$ cat src/hdl/rcf_pkg.sv
// package: register map, field positions and reset values of the reset-cause block
package rcf_pkg;
   // register byte addresses
   localparam logic [7:0] CAUSE_OFF  = 8'h00;
   localparam logic [7:0] IRQ_STAT_OFF = 8'h04;
   localparam logic [7:0] IRQ_CLR_OFF  = 8'h08;
   localparam logic [7:0] IRQ_EN_OFF   = 8'h0C;
   localparam logic [7:0] CFG_OFF      = 8'h10;
   // cause register field positions
   localparam int OVF_BIT  = 7;
   localparam int UNF_BIT  = 6;
   localparam int MCLEAR_BIT = 3;
   localparam int INSTR_BIT  = 2;
   localparam int POR_BIT    = 1;
   localparam int BROWN_BIT  = 0;
   // writable/implemented mask of the cause register
   localparam logic [7:0] CAUSE_MASK = 8'hCF;
   // values loaded by a power-on or brown-out event
   localparam logic       STK_FLAG_RST = 1'b0;
   localparam logic       HC_FLAG_RST  = 1'b1;
   localparam logic       PWR_FLAG_RST = 1'b0;
   // config register: stack fault reset enable position and reset value
   localparam int         SFRE_BIT   = 0;
   localparam logic       SFRE_RST   = 1'b1;
   // interrupt status layout: one bit per event
   localparam int EV_OVF  = 0;
   localparam int EV_UNF  = 1;
   localparam int EV_MCLEAR = 2;
   localparam int EV_INSTR  = 3;
   localparam int EV_POR    = 4;
   localparam int EV_BROWN  = 5;
   localparam int NEV     = 6;
endpackage

$ cat src/hdl/rcf_reset_cause_flags.sv
// reset-cause flag register with apb slave and event interrupt
// How it works
// - overflow flag bit 7 set by hardware, held until firmware writes 0 or a power-on/brown-out clears it
// - underflow flag bit 6 set by hardware, held until firmware writes 0 or a power-on/brown-out clears it
// - bits 5 and 4 read zero and ignore writes
// - master-clear reset clears bit 3; firmware may write 1
// - reset instruction clears bit 2; firmware may write 1
// - power-on reset leaves bit 1 at 0; software rewrites 1
// - brown-out or power-on leaves bit 0 at 0; software rewrites 1
// - power-on/brown-out: stack flags 0, clear and instruction flags 1
// - stack flags hardware-set, others hardware-cleared, all firmware read/write
// - stack fault requests reset only when the enable bit is 1
module rcf_reset_cause_flags
   import rcf_pkg::*;
(
   // clock and reset
   input  wire logic        mclk,
   input  wire logic        rst_b,
   // reset generator indications, one-cycle pulses on mclk
   input  wire logic        porEvt,
   input  wire logic        brownEvt,
   input  wire logic        masterClrEvt,
   input  wire logic        rstInstrEvt,
   // stack monitor pulses
   input  wire logic        stack_overflow_flag,
   input  wire logic        stack_underflow_flag,
   // apb slave
   input  wire logic        psel,
   input  wire logic        penable,
   input  wire logic        pwrite,
   input  wire logic [7:0]  paddr,
   input  wire logic [31:0] pwdata,
   output logic      [31:0] prdata,
   output logic             pready,
   output logic             pslverr,
   // stack fault reset request and level interrupt
   output logic             stackResetReq,
   output logic             irq
);

   // register state and next values
   logic [7:0]     cause_q, cause_d;
   logic [NEV-1:0] stat_q, stat_d;
   logic [NEV-1:0] en_q, en_d;
   logic           sfre_q, sfre_d;
   logic [31:0]    rdata_q, rdata_d;
   logic           err_q, err_d;
   logic           acc_q, acc_d;
   // bus decode helpers
   logic           accStart;
   logic           wrEn;
   logic           rdEn;
   logic           known;
   logic           causeWr;
   // event helpers
   logic           pwrEvt;
   logic           stkFault;
   logic [NEV-1:0] evts;

   // apb decode; first access cycle opens the single wait state
   assign accStart = psel && penable && !acc_q;
   // writes land at the edge where pready is seen high
   assign wrEn     = psel && penable && pwrite && acc_q;
   // reads are captured one cycle early so prdata comes from a flop
   assign rdEn     = accStart && !pwrite;
   assign causeWr  = wrEn && (paddr == CAUSE_OFF);
   // unmapped offsets answer with pslverr and read zero
   assign known    = (paddr == CAUSE_OFF)   || (paddr == IRQ_STAT_OFF) ||
                     (paddr == IRQ_CLR_OFF) || (paddr == IRQ_EN_OFF)   ||
                     (paddr == CFG_OFF);

   // bus next values: wait state, error flag, read mux
   always_comb begin
      acc_d   = accStart;
      err_d   = 1'b0;
      rdata_d = rdata_q;
      if (accStart) begin
         err_d = !known;
      end
      if (rdEn) begin
         unique case (paddr)
            CAUSE_OFF:    rdata_d = {24'h00_0000, cause_q & CAUSE_MASK};
            IRQ_STAT_OFF: rdata_d = {26'h000_0000, stat_q};
            IRQ_EN_OFF:   rdata_d = {26'h000_0000, en_q};
            CFG_OFF:      rdata_d = {31'h0000_0000, sfre_q};
            // clear register is write-only, unmapped reads return zero
            default:      rdata_d = 32'h0000_0000;
         endcase
      end
   end

   // bus registers; reset drops any transfer in flight
   always_ff @(posedge mclk) begin
      if (!rst_b) begin
         acc_q   <= 1'b0;
         err_q   <= 1'b0;
         rdata_q <= 32'h0000_0000;
      end else begin
         acc_q   <= acc_d;
         err_q   <= err_d;
         rdata_q <= rdata_d;
      end
   end

   // handshake outputs straight from the wait-state flop
   assign pready  = acc_q;
   assign pslverr = err_q && acc_q;
   assign prdata  = rdata_q;

   // event helpers; status layout follows the package event positions
   assign pwrEvt   = porEvt || brownEvt;
   assign stkFault = stack_overflow_flag || stack_underflow_flag;
   assign evts     = {brownEvt, porEvt, rstInstrEvt, masterClrEvt, stack_underflow_flag, stack_overflow_flag};

   // cause next value; hardware events win over a firmware write
   always_comb begin
      cause_d = cause_q & CAUSE_MASK;
      // firmware reads and writes every implemented flag
      if (causeWr) begin
         cause_d = pwdata[7:0] & CAUSE_MASK;
      end
      if (stack_overflow_flag) begin
         cause_d[OVF_BIT] = 1'b1;
      end
      if (stack_underflow_flag) begin
         cause_d[UNF_BIT] = 1'b1;
      end
      if (masterClrEvt) begin
         cause_d[MCLEAR_BIT] = 1'b0;
      end
      if (rstInstrEvt) begin
         cause_d[INSTR_BIT] = 1'b0;
      end
      if (pwrEvt) begin
         cause_d[OVF_BIT]    = STK_FLAG_RST;
         cause_d[UNF_BIT]    = STK_FLAG_RST;
         cause_d[MCLEAR_BIT] = HC_FLAG_RST;
         cause_d[INSTR_BIT]  = HC_FLAG_RST;
      end
      if (pwrEvt) begin
         cause_d[BROWN_BIT] = PWR_FLAG_RST;
      end
      // power-on flag cleared; a brown-out alone leaves it as it was
      if (porEvt) begin
         cause_d[POR_BIT] = PWR_FLAG_RST;
      end
   end

   // cause flags survive rst_b; only events and firmware change them
   // limitation: undefined until the reset generator pulses porEvt once
   always_ff @(posedge mclk) begin
      cause_q <= cause_d;
   end

   // interrupt status and enable next values
   always_comb begin
      stat_d = stat_q;
      en_d   = en_q;
      // write-one-to-clear; writes to the status offset fall through ignored
      if (wrEn && (paddr == IRQ_CLR_OFF)) begin
         stat_d = stat_q & ~pwdata[NEV-1:0];
      end
      if (wrEn && (paddr == IRQ_EN_OFF)) begin
         en_d = pwdata[NEV-1:0];
      end
      // an event in the clear cycle stays set, so it is never lost
      stat_d = stat_d | evts;
   end

   // status and enable registers
   always_ff @(posedge mclk) begin
      if (!rst_b) begin
         stat_q <= '0;
         en_q   <= '0;
      end else begin
         stat_q <= stat_d;
         en_q   <= en_d;
      end
   end

   // stack fault reset enable next value
   always_comb begin
      sfre_d = sfre_q;
      if (wrEn && (paddr == CFG_OFF)) begin
         sfre_d = pwdata[SFRE_BIT];
      end
   end

   // config register; comes out of reset with fault reset enabled
   always_ff @(posedge mclk) begin
      if (!rst_b) begin
         sfre_q <= SFRE_RST;
      end else begin
         sfre_q <= sfre_d;
      end
   end

   // fault reset request gated by enable
   assign stackResetReq = sfre_q && stkFault;
   // level interrupt while an enabled status bit is set
   assign irq           = |(stat_q & en_q);

   chk_ovf_sets: assert property (@(posedge mclk)
      stack_overflow_flag && !pwrEvt |=> cause_q[OVF_BIT])
      else $error("overflow flag not set");

   chk_ovf_holds: assert property (@(posedge mclk)
      cause_q[OVF_BIT] && !pwrEvt && !causeWr |=> cause_q[OVF_BIT])
      else $error("overflow flag dropped");

   chk_unf_sets: assert property (@(posedge mclk)
      stack_underflow_flag && !pwrEvt |=> cause_q[UNF_BIT])
      else $error("underflow flag not set");

   chk_unf_holds: assert property (@(posedge mclk)
      cause_q[UNF_BIT] && !pwrEvt && !causeWr |=> cause_q[UNF_BIT])
      else $error("underflow flag dropped");

   chk_unimpl_zero: assert property (@(posedge mclk) disable iff (!rst_b)
      pready && !pwrite && (paddr == CAUSE_OFF) |-> prdata[5:4] == 2'b00)
      else $error("unimplemented bits not zero");

   chk_unimpl_write: assert property (@(posedge mclk)
      causeWr |=> cause_q[5:4] == 2'b00)
      else $error("unimplemented bits written");

   chk_mclear_clears: assert property (@(posedge mclk)
      masterClrEvt && !pwrEvt |=> !cause_q[MCLEAR_BIT])
      else $error("master-clear flag not cleared");

   chk_mclear_rearm: assert property (@(posedge mclk)
      pwrEvt |=> cause_q[MCLEAR_BIT])
      else $error("master-clear flag not re-armed");

   chk_instr_clears: assert property (@(posedge mclk)
      rstInstrEvt && !pwrEvt |=> !cause_q[INSTR_BIT])
      else $error("instruction flag not cleared");

   chk_por_clears: assert property (@(posedge mclk)
      porEvt |=> !cause_q[POR_BIT])
      else $error("power-on flag not cleared");

   chk_brown_keeps: assert property (@(posedge mclk)
      brownEvt && !porEvt && !causeWr |=> cause_q[POR_BIT] == $past(cause_q[POR_BIT]))
      else $error("power-on flag changed by brown-out");

   chk_brown_clears: assert property (@(posedge mclk)
      pwrEvt |=> !cause_q[BROWN_BIT])
      else $error("brown-out flag not cleared");

   chk_pwr_load: assert property (@(posedge mclk)
      pwrEvt |=> (cause_q[7:6] == 2'b00) && (cause_q[3:2] == 2'b11))
      else $error("power-up load wrong");

   chk_flag_write: assert property (@(posedge mclk) disable iff (!rst_b)
      causeWr && !(|evts) |=> cause_q == ($past(pwdata[7:0]) & CAUSE_MASK))
      else $error("firmware write lost");

   chk_fault_gate: assert property (@(posedge mclk)
      stkFault && sfre_q |-> stackResetReq)
      else $error("fault reset missing");

   chk_fault_block: assert property (@(posedge mclk)
      !sfre_q |-> !stackResetReq)
      else $error("fault reset without enable");

   chk_ready_wait: assert property (@(posedge mclk) disable iff (!rst_b)
      accStart |=> pready)
      else $error("ready not after one wait state");

   chk_ready_pulse: assert property (@(posedge mclk) disable iff (!rst_b)
      pready |=> !pready)
      else $error("ready longer than one cycle");

   chk_err_map: assert property (@(posedge mclk) disable iff (!rst_b)
      pready |-> (pslverr == !known))
      else $error("slave error wrong");

   chk_stat_sets: assert property (@(posedge mclk) disable iff (!rst_b)
      (|evts) |=> (stat_q & $past(evts)) == $past(evts))
      else $error("event not captured in status");

endmodule

$ cat config.mk
export PLATFORM = sky130hd
export DESIGN_NAME = rcf_reset_cause_flags
export DESIGN_NICKNAME = d
export VERILOG_FILES = /design/src/hdl/rcf_pkg.sv /design/src/hdl/rcf_reset_cause_flags.sv
export SDC_FILE = /design/constraint.sdc
export NUM_CORES = 1
export LEC_CHECK = 0
export ABC_AREA = 1
export BUFFER_PORTS_ARGS = -buffer_cell sky130_fd_sc_hd__buf_2
export CAP_MARGIN = 20
export CORE_ASPECT_RATIO = 0.9
export CORE_UTILIZATION = 44
export CTS_CLUSTER_SIZE = 8
export DETAILED_ROUTE_END_ITERATION = 8
export PLACE_DENSITY = 0.83
export SLEW_MARGIN = 10
export SYNTH_ARGS = -nofsm -noshare
export SYNTH_HDL_FRONTEND = slang
export SYNTH_SLANG_ARGS = --single-unit
$ cat constraint.sdc
create_clock -name mclk -period 1.65 [get_ports mclk]
set_clock_uncertainty 0.2 [all_clocks]
set_input_delay 0.2475 -clock mclk [delete_from_list [all_inputs] [get_ports mclk]]
set_output_delay 0.2475 -clock mclk [all_outputs]
set_load 0.03 [all_outputs]
; Yosys cells after proc, flatten, opt, wreduce, memory -nomap -nowiden
; Cells that the tools add are included.
[word_totals]
regBits = 53
elab_cells = 54
in_bits = 51
output_inout_bits = 36
[op_classes]
eq_ne = 4
n_mux = 7
reduce_logical = 27
n_bitwise = 4
[ops]
columns = op, n
row1 = 8-bit one-hot mux with 4 select lines, 1
row2 = "8-bit by 4-bit equality test with 1-bit output, second input constant", 2
row3 = 6-bit AND, 2
row4 = 1-bit logical AND, 11
row5 = "8-bit by 3-bit equality test with 1-bit output, second input constant", 1
row6 = "8-bit by 5-bit equality test with 1-bit output, second input constant", 1
row7 = 8-bit logical NOT, 1
row8 = 8-bit two-way mux, 1
row9 = 2-bit nonzero test, 4
row10 = 1-bit logical OR, 6
row11 = 6-bit two-way mux, 1
row12 = 6-bit inverter, 1
row13 = 6-bit OR, 1
row14 = 6-bit OR reduction, 1
row15 = 1-bit two-way mux, 4
row16 = 1-bit logical NOT, 3
row17 = 2-bit AND reduction, 1

; Depth between registers and ports, before layout
; Gate-level depths: netlist (run 1).
[logic_depth]
depth_word = 6
mapped_depth = 8

; Least setup slack after synthesis (run 1)
; No wires, ideal clock.
[synth_path]
path_type = reg-to-reg
from = register acc_q, in the netlist pready
to = register stat_q[4]
n_path_buf = 0
path_slack_ps = 76
stages_incl_launch_ff = 6
required_ps = 1318
setup_ps = 132
arrival_ps = 1242
cell_sequence = dfxtp_1 nand4_4 inv_2 nand2_1 o21ai_0 a21oi_1
[synth_between]
elab_chain_len = 4
[synth_lines]
columns = element, line
row1 = start: declaration, rcf_reset_cause_flags.sv:48  ; logic acc_q, acc_d;
row2 = start signal: assignment, rcf_reset_cause_flags.sv:95  ; acc_q <= 1'b0;
row3 = start signal: assignment, rcf_reset_cause_flags.sv:99  ; acc_q <= acc_d;
row4 = 1-bit logical AND, rcf_reset_cause_flags.sv:63  ; assign wrEn = psel && penable && pwrite && acc_q;
row5 = 1-bit logical AND, rcf_reset_cause_flags.sv:160  ; if (wrEn && (paddr == IRQ_CLR_OFF)) begin
row6 = 6-bit two-way mux, rcf_reset_cause_flags.sv:160
row7 = 6-bit OR, rcf_reset_cause_flags.sv:167  ; stat_d = stat_d | evts;
row8 = end signal: assignment, rcf_reset_cause_flags.sv:176  ; stat_q <= stat_d;
row9 = end: declaration, rcf_reset_cause_flags.sv:43  ; logic [NEV-1:0] stat_q, stat_d;
; Every way passes these cells.
; A chain may end at the register's enable or synchronous reset.

; Worst setup path in the final report (run 1)
[layout_path]
from = register en_q[5]
to = output port irq
[layout_between]
elab_chain_len = 2
[layout_lines]
columns = element, line
row1 = start: declaration, rcf_reset_cause_flags.sv:44  ; logic [NEV-1:0] en_q, en_d;
row2 = start signal: assignment, rcf_reset_cause_flags.sv:177  ; en_q <= en_d;
row3 = 6-bit AND, rcf_reset_cause_flags.sv:201  ; assign irq = |(stat_q & en_q);
row4 = 6-bit OR reduction, rcf_reset_cause_flags.sv:201
row5 = end: declaration, rcf_reset_cause_flags.sv:38  ; output logic irq
; Every way passes these cells.

==> results of run 1 <==
-- logic make-up after synthesis --
| family | share of synthesized area |
|---|---|
| AO/OA/AOI/OAI | 0.172 |
| buffers and inverters | 0.198 |
| flip-flops | 0.362 |
| other | 0.00234 |
| AND/OR/NAND/NOR | 0.265 |
-- worst min-delay path by stage --
| stage | slack, ps | cells past startpoint | to |
|---|---|---|---|
| 2_1_floorplan | 150 | 1 | sfre_q |
| 3_3_place_gp | 250 | 2 | prdata[4] |
| 3_5_place_dp | 250 | 2 | prdata[5] |
| 4_1_cts | 9 | 3 | cause_q[7] |
| 5_1_grt | 10 | 3 | en_q[2] |
| 6_report | 10 | 3 | cause_q[6] |
-- worst min-delay path, cell delays in order --
cell,delay (ps)
buf_2,100
nand2_1,60
a21oi_1,60
-- sequential cells by signal (all words and copies together) (netlist names) --
signal and count:
cause_q 6, en_q 6, err_q 1, prdata 8, pready 1, sfre_q 1, stat_q 6
-- area by class of cell --
class                   instances  area (sq um)
inverters                      26           103
well taps                      44          55.1
flip-flops and latches         29           587
fillers                       340          1510
clock buffers                   6          82.6
clock inverters                 2          37.5
repair buffers                 45           251
multi-input cells             154           805
-- where the power goes --
group | internal (mW) | switching, mW
registers | 0.718 | 0.0132
logic | 0.0537 | 0.152
clock network | 0.490 | 0.279
total | 1.26 | 0.444
-- cell usage after synthesis, drive strengths merged --
library cell  instances
dfxtp                29
a21oi                26
nand3                20
nor3b                 1
a221oi                1
o311ai                1
o21ai                21
clkbuf                1
buf                  26
conb                  1
clkinv                1
nand2                42
nor3                  2
o21a                  1
inv                  25
nor2                 14
nand4                 1
-- through the flow --
stage / setup slack [ps] / hold WS, ps / TNS, ps
final: -49.2 / 14.2 / -49.2
after global routing: -105 / 14.5 / -105
after CTS: -29.9 / 8.74 / -29.9
after detailed placement: 63.0 / 254 / 0
after global placement: 84.2 / 252 / 0
after floorplan: 75.9 / 150 / 0
-- per-layer routing --
metal,vias up,share of wire
met5,-,0
met4,0,0.021
met3,8,0.070
met2,50,0.47
met1,649,0.44
li1,740,-
-- repair_timing --
action	CTS	global route
buffers inserted	2	1
setup endpoints to repair	1	2
cloned	0	0
pin swaps	2	2
hold buffers	1	0
hold endpoints to repair	1	0
resized for setup	7	4
==> results.ini, run 1 <==
[placed_design]
placed_area_sq_um=1740
place_congestion=0.796
hpwlAfterDp_mm=2.56
placed_cells=294
place.port_buffers=38

[layout]
nets=312
fin_area_sq_um=1920
drive_gt1_frac=0.302
diodes=0
area_delta_synth_final_pct=19.8
final_cell_mix=buf_2 (37), nand2_1 (34), conb_1 (24), dfxtp_1 (24), inv_1 (23)
fin_util=0.560
stdcell_count=306
final_common_cell=buf_2

[logic_synthesis]
synth_area_leaders=dfxtp_1 (36%), buf_4 (11%), nand2_1 (8.7%), a21oi_1 (6.9%), nand3_1 (6.2%)
synth_top_area_frac=0.362
ys_ff_latch=29
synthCells=213
synth_top_area_cell=dfxtp_1
synth_warnings=0
ys_types=28
syn_area_per_cell_sq_um=7.52
ys_seq_area_frac=0.362
mappedNetlistArea_sq_um=1600

[worst_setup_path]
reg2regPathDepth=5
critPathMaxFanout=2
cp_slowest_stage_delay_ps=340
crit_required_ps=1200
cp-start-kind=flop
path_cells=nand2_2 -> nand2_2 -> a221oi_2 -> nand3_1 -> buf_6
setup.worst_path.class=flop to output pin
crit_buf_inv=1
critPathTopFamily=flip-flops
cpMostUsedCell=nand2_2
rrSetupSlack_ps=180
worst_path_max_delay_cell=dfxtp_2
cp-startpoint=en_q[5]
cp.arrival_ps=1250
endpoint_kind=output pin
endpoint=irq
r2r-end=stat_q[2]
r2r_start=pready
crit_cells=5

[die]
die_y_microns=59.3
row_count=20
ios=87
core_area_sq_um=3430
die_w_microns=65.6
die-area_sq_um=3890
initial_utilization=0.468

[global_route]
grt_pass1_vias=1307
grt-ovfl-total=0
grt_usage=0.191
globalRoute.busiestLayer=met2
grt_max_degree=15
grt_use_met2=0.302
use_met3=0.0673
antenna_found_initial=0
use_met1=0.235
grt_pass1_wl_mm=5.49

[clocking]
cts-root-buf=clkbuf_8
clk_pin_slew_worst_paths_ps=70
htreeDepth=2
clk_latency_ps=280
clock-sinks=29
cts_tree=yes
cts_buffers=5
cts_max_path_buffers=2

[route]
drc=0
ant_nets=0
routedWlPerCell_microns=10.9
routed_wirelength_mm=3.34
vias=1447
drt_iter0_drc=50
first_pass_iters=4
routed_via_density=4.73

[sta]
worst_slack_ps=-49.2
post-route-period-util=1.03
setup_viol=1
layout_min_cycle_time_ps=1700
drv_slew=0
hold_viol_final=0
timing.fmax_ghz=0.589
rsz0062_at_grt=true

[outcome]
violations=negative setup slack
status=finished with violations

[power]
p_total_mw=1.71
irDropWorstVdd_mv=0.549
p_leak_nw=0.999
power_density_nw_per_um2=888

[min_path]
holdCritPathClass=primary input to flop
min-delay-start=pwdata[6]

[flow_run]
maxCapViolations=0

Power figures use the tool's default switching activity.
==> inputs of run 2 (changes only) <==
- CORE_ASPECT_RATIO: 0.9 -> 0.75
==> run 2 against run 1 <==
The run still ends with negative setup slack left. Hold slack got worse by 4.3 ps. Count of clock-buffer cells in the layout did not move. Sequential power barely moved. Global-route usage rose by 0.54 points. Clock power fell by 0.5%. Via count fell by 1.5%. Highest routed layer unchanged.
==> results.ini, run 2 (synthesis gave the netlist of run 1 again) <==
[worst_setup_path]
crit_required_ps=1200  ; about the same
r2r_start=pready
crit_buf_inv=1  ; unchanged
rrSetupSlack_ps=150  ; -30 ps
crit_cells=5  ; unchanged
cp.arrival_ps=1260  ; about the same
critPathMaxFanout=2  ; unchanged
cp_slowest_stage_delay_ps=330  ; about the same
worst_path_max_delay_cell=dfxtp_2
cp-start-kind=flop
reg2regPathDepth=5  ; unchanged
path_cells=nand2_2 -> nand2_2 -> a221oi_4 -> nand3_2 -> buf_6
endpoint_kind=output pin
r2r-end=stat_q[3]
setup.worst_path.class=flop to output pin
critPathTopFamily=flip-flops
cpMostUsedCell=nand2_2

[global_route]
grt_max_degree=15  ; unchanged
grt_pass1_wl_mm=5.66  ; +3.2%
antenna_found_initial=0  ; unchanged
use_met1=0.256  ; +0.0203
grt_pass1_vias=1289  ; -1.4%
grt-ovfl-total=0  ; unchanged
use_met3=0.0589  ; -0.00838
globalRoute.busiestLayer=met2
grt_usage=0.197  ; +0.00542
grt_use_met2=0.325  ; +0.0237

[route]
routed_via_density=4.70  ; -0.55%
first_pass_iters=4  ; unchanged
vias=1425  ; -1.5%
routed_wirelength_mm=3.45  ; +3.4%
drt_iter0_drc=71  ; +42%
routedWlPerCell_microns=11.4  ; +4.4%
drc=0  ; unchanged
ant_nets=0  ; unchanged

[power]
irDropWorstVdd_mv=0.415  ; -24%
p_total_mw=1.71  ; about the same
p_leak_nw=1.01  ; +1.3%
power_density_nw_per_um2=880  ; -0.98%

[layout]
n_fill_cell=326  ; -4.1%
drive_gt1_frac=0.308  ; +0.00646
largest_reg_flops=8  ; unchanged
nets=313  ; +0.32%
final_cell_mix=buf_2 (37), nand2_1 (34), conb_1 (24), dfxtp_1 (24), inv_1 (23)
diodes=0  ; unchanged
regArea_sq_um=587  ; unchanged
final_common_cell=buf_2
multi_input_area_sq_um=821  ; +2.0%
area_delta_synth_final_pct=21.0

[clocking]
cts_max_path_buffers=2  ; unchanged
clk_pin_slew_worst_paths_ps=60  ; about the same
clk_latency_ps=280  ; about the same
cts_tree=yes
clock-sinks=29  ; unchanged
cts-root-buf=clkbuf_8
cts_buffers=5  ; unchanged
htreeDepth=2  ; unchanged

[sta]
setup_viol=1  ; unchanged
worst_slack_ps=-59.0  ; -9.74 ps
drv_slew=0  ; unchanged
rsz0062_at_grt=true
layout_min_cycle_time_ps=1710  ; +9.74 ps
timing.fmax_ghz=0.585  ; -0.57%
hold_viol_final=0  ; unchanged
post-route-period-util=1.04  ; +0.00590

[placed_design]
hpwlAfterDp_mm=2.53  ; -1.2%
place.port_buffers=38  ; unchanged
place_congestion=0.769  ; -3.4%
post-place-ws_ps=79.0  ; +16.1 ps

[die]
core_area_sq_um=3380  ; -1.5%
ios=87  ; unchanged
die_w_microns=71.7  ; +9.3%
die-area_sq_um=3890  ; about the same
initial_utilization=0.474  ; +0.00693
row_count=18  ; -10%
die_y_microns=54.3  ; -8.4%

[min_path]
min_path_cells=3  ; unchanged
holdCritPathClass=primary input to flop
min-delay-start=pwdata[6]
hold_end=cause_q[6]

[outcome]
status=finished with violations
violations=negative setup slack

[flow_run]
maxCapViolations=0  ; unchanged

## run 2: cell types whose count changed in the layout (fill, tap and decap cells not counted), sizes merged
cell / change
buf: +1
## run 2: how the worst max path moves through the flow
stage | slack (ps) | start | to
final | -60 | stat_q[0] | irq
after global routing | -130 | stat_q[5] | irq
after CTS | -40 | stat_q[0] | irq
after detailed placement | 80 | paddr[7] | stat_q[3]
after global placement | 90 | paddr[1] | cause_q[3]
after floorplan | 80 | pready | stat_q[4]
## run 2: report_power, final
group	leakage (nW)	switching [mW]	internal, mW
Sequential	0.238	0.0148	0.718
Combinational	0.716	0.152	0.0555
Clock	0.0574	0.275	0.490
Total	1.01	0.442	1.26
## run 2: final cells by class
type / instances / share of cell area
Inverter: 26 / 0.0529
Tap cell: 40 / 0.0258
Clock buffer: 6 / 0.0426
Clock inverter: 2 / 0.0194
Multi-Input combinational cell: 154 / 0.423
Sequential cell: 29 / 0.303
Timing Repair Buffer: 46 / 0.134
## run 2: timing repair
item | CTS | global route
pin swaps | 1 | 2
setup buffers | 4 | 0
resized for setup | 7 | 6
endpoints found under the hold margin | 1 | 0
hold buffers | 1 | 0
setup endpoints to repair | 1 | 7
## run 2: worst register-to-register path: stages (launching register included)
cell,delay [ps]
dfxtp_2,400
nand4_4,180
inv_2,130
nand2_1,170
o21ai_0,230
a21oi_1,90
## run 2: through the flow
stage,instances,TNS (ps),instance area [sq um],utilization,hold slack [ps]
6_report,303,-59.0,1940,0.574,9.94
5_1_grt,303,-127,1940,0.574,16.1
3_3_place_gp,290,0,1740,0.514,252
2_1_floorplan,236,0,1690,-,150
4_1_cts,303,-35.1,1910,0.567,3.19
3_5_place_dp,290,0,1740,0.514,253
## run 2: per-layer routing
layer / up-vias / routed length, microns / share of wire
met1: 634 / 1600 / 0.46
met2: 47 / 1590 / 0.46
met4: 0 / 19 / 0.0055
met5: - / 0 / 0
met3: 2 / 236 / 0.068
li1: 742 / - / -
==> inputs of run 3 (changes only) <==
- BUFFER_PORTS_ARGS: -buffer_cell sky130_fd_sc_hd__buf_2 -> -buffer_cell sky130_fd_sc_hd__buf_4
==> run 3 against run 2 <==
The run still ends with negative setup slack left. First-iteration DRC count fell by 27%. Flip-flop and latch count did not move. Sequential share of layout area is 0.65 points lower. Non-clock buffer count is 2 lower. Maximum frequency is 0.62% lower. Final area grew 2.2%. Final cell count is 0.99% lower. Sequential power about the same. Utilization increased by 1.3 points. Die area did not move. Worst setup slack got worse by 11 ps. Critical path type unchanged. Largest cell class unchanged.
==> results.ini, run 3 (synthesis gave the netlist of run 1 again) <==
[outcome]
status=finished with violations
violations=negative setup slack

[die]
die_w_microns=71.7  ; unchanged
die-area_sq_um=3890  ; unchanged
initial_utilization=0.474  ; unchanged
die_y_microns=54.3  ; unchanged
core_area_sq_um=3380  ; unchanged
row_count=18  ; unchanged
ios=87  ; unchanged

[worst_setup_path]
endpoint_kind=output pin
cp-startpoint=stat_q[5]
cpMostUsedCell=nand2_2
setup.worst_path.class=flop to output pin
crit_required_ps=1200  ; about the same
cp-start-kind=flop
cp_slowest_stage_delay_ps=330  ; about the same
r2r_start=pready
path_cells=nand2_2 -> nand2_2 -> a221oi_2 -> nand3_1 -> buf_6
critPathMaxFanout=2  ; unchanged
cp.arrival_ps=1270  ; about the same
worst_path_max_delay_cell=dfxtp_2

[route]
routed_wirelength_mm=3.39  ; -1.7%
vias=1440  ; +1.1%
drc=0  ; unchanged
drt_iter0_drc=52  ; -27%
routed_via_density=4.80  ; +2.1%
ant_nets=0  ; unchanged
routedWlPerCell_microns=11.3  ; -0.70%
first_pass_iters=4  ; unchanged

[layout]
nets=311  ; -0.64%
diodes=0  ; unchanged
drive_gt1_frac=0.300  ; -0.00798
area_delta_synth_final_pct=23.7
fin_util=0.587  ; +0.0126
final_cell_mix=buf_4 (43), nand2_1 (34), conb_1 (24), dfxtp_1 (24), inv_1 (23)
stdcell_count=300  ; -0.99%
final_common_cell=buf_4
largest_reg_flops=8  ; unchanged
fin_area_sq_um=1980  ; +2.2%

[power]
p_leak_nw=1.01  ; +0.22%
irDropWorstVdd_mv=0.398  ; -4.1%
power_density_nw_per_um2=839  ; -4.6%
p_total_mw=1.66  ; -2.6%

[sta]
worst_slack_ps=-69.6  ; -10.7 ps
setup_viol=1  ; unchanged
rsz0062_at_grt=true
fin_tns_setup_ps=-69.6  ; -10.7 ps
post-route-period-util=1.04  ; +0.00646
hold_viol_final=0  ; unchanged
drv_slew=0  ; unchanged
timing.fmax_ghz=0.582  ; -0.62%
timing.hold.ws_ps=12.2  ; +2.28 ps
layout_min_cycle_time_ps=1720  ; +10.7 ps

[clocking]
hold_buffers=0  ; -1
clk_pin_slew_worst_paths_ps=60  ; about the same
clk_latency_ps=280  ; about the same
cts_buffers=5  ; unchanged
clock-sinks=29  ; unchanged
cts-root-buf=clkbuf_8
htreeDepth=2  ; unchanged
cts_max_path_buffers=2  ; unchanged
cts_tree=yes

[global_route]
grt_max_degree=15  ; unchanged
grt_usage=0.191  ; -0.00581
grt_pass1_wl_mm=5.53  ; -2.2%
antenna_found_initial=0  ; unchanged
grt-ovfl-total=0  ; unchanged
grt_pass1_vias=1262  ; -2.1%

[flow_run]
maxCapViolations=0  ; unchanged

[placed_design]
placed_cells=290  ; unchanged
post-place-ws_ps=48.7  ; -30.3 ps
place_congestion=0.793  ; +3.1%
placed_area_sq_um=1830  ; +5.5%
place.port_buffers=38  ; unchanged
hpwlAfterDp_mm=2.56  ; +1.5%

[min_path]
holdCritPathClass=primary input to flop
min-delay-start=brownEvt

[run 3: worst paths after layout]
kind                to  slack [ps]  cells after the start
max                irq         -70                      5
min          stat_q[5]          10                      3
max reg2reg  stat_q[4]         170                      5
min reg2reg  prdata[5]         270                      2
[run 3: area by class of cell]
type | instances | area, sq um
fill | 324 | 1400
multi-input combinational | 154 | 805
sequential | 29 | 587
timing repair buffer | 44 | 334
inverter | 26 | 103
clock buffer | 5 | 68.8
tap | 40 | 50.0
clock inverter | 2 | 35.0
[run 3: timing repair]
action,CTS,global route
setup buffers,3,0
endpoints found under the setup margin,1,7
gates resized for setup,5,5
pin swaps,2,2
[run 3: critical path, delay by kind of cell (launching register included)]
| family | cells | cell delay [ps] |
|---|---|---|
| flops | 1 | 330 |
| buf+inv | 1 | 170 |
| compound gates | 1 | 210 |
| simple gates | 3 | 280 |
[run 3: report_power, final]
group          internal [mW]  leakage (nW)  switching (mW)  total (mW)
sequential             0.719         0.238          0.0137       0.732
combinational         0.0726         0.721           0.153       0.225
clock                  0.438        0.0540           0.267       0.705
total                   1.23          1.01           0.433        1.66
[run 3: routing by layer]
metal  global-route usage  vias to the layer above  wire, microns
met3               0.0718                        3            246
li1                     -                      737              -
met4               0.0490                        0             27
met1                0.242                      654           1610
met5                    0                        -              0
met2                0.311                       46           1510
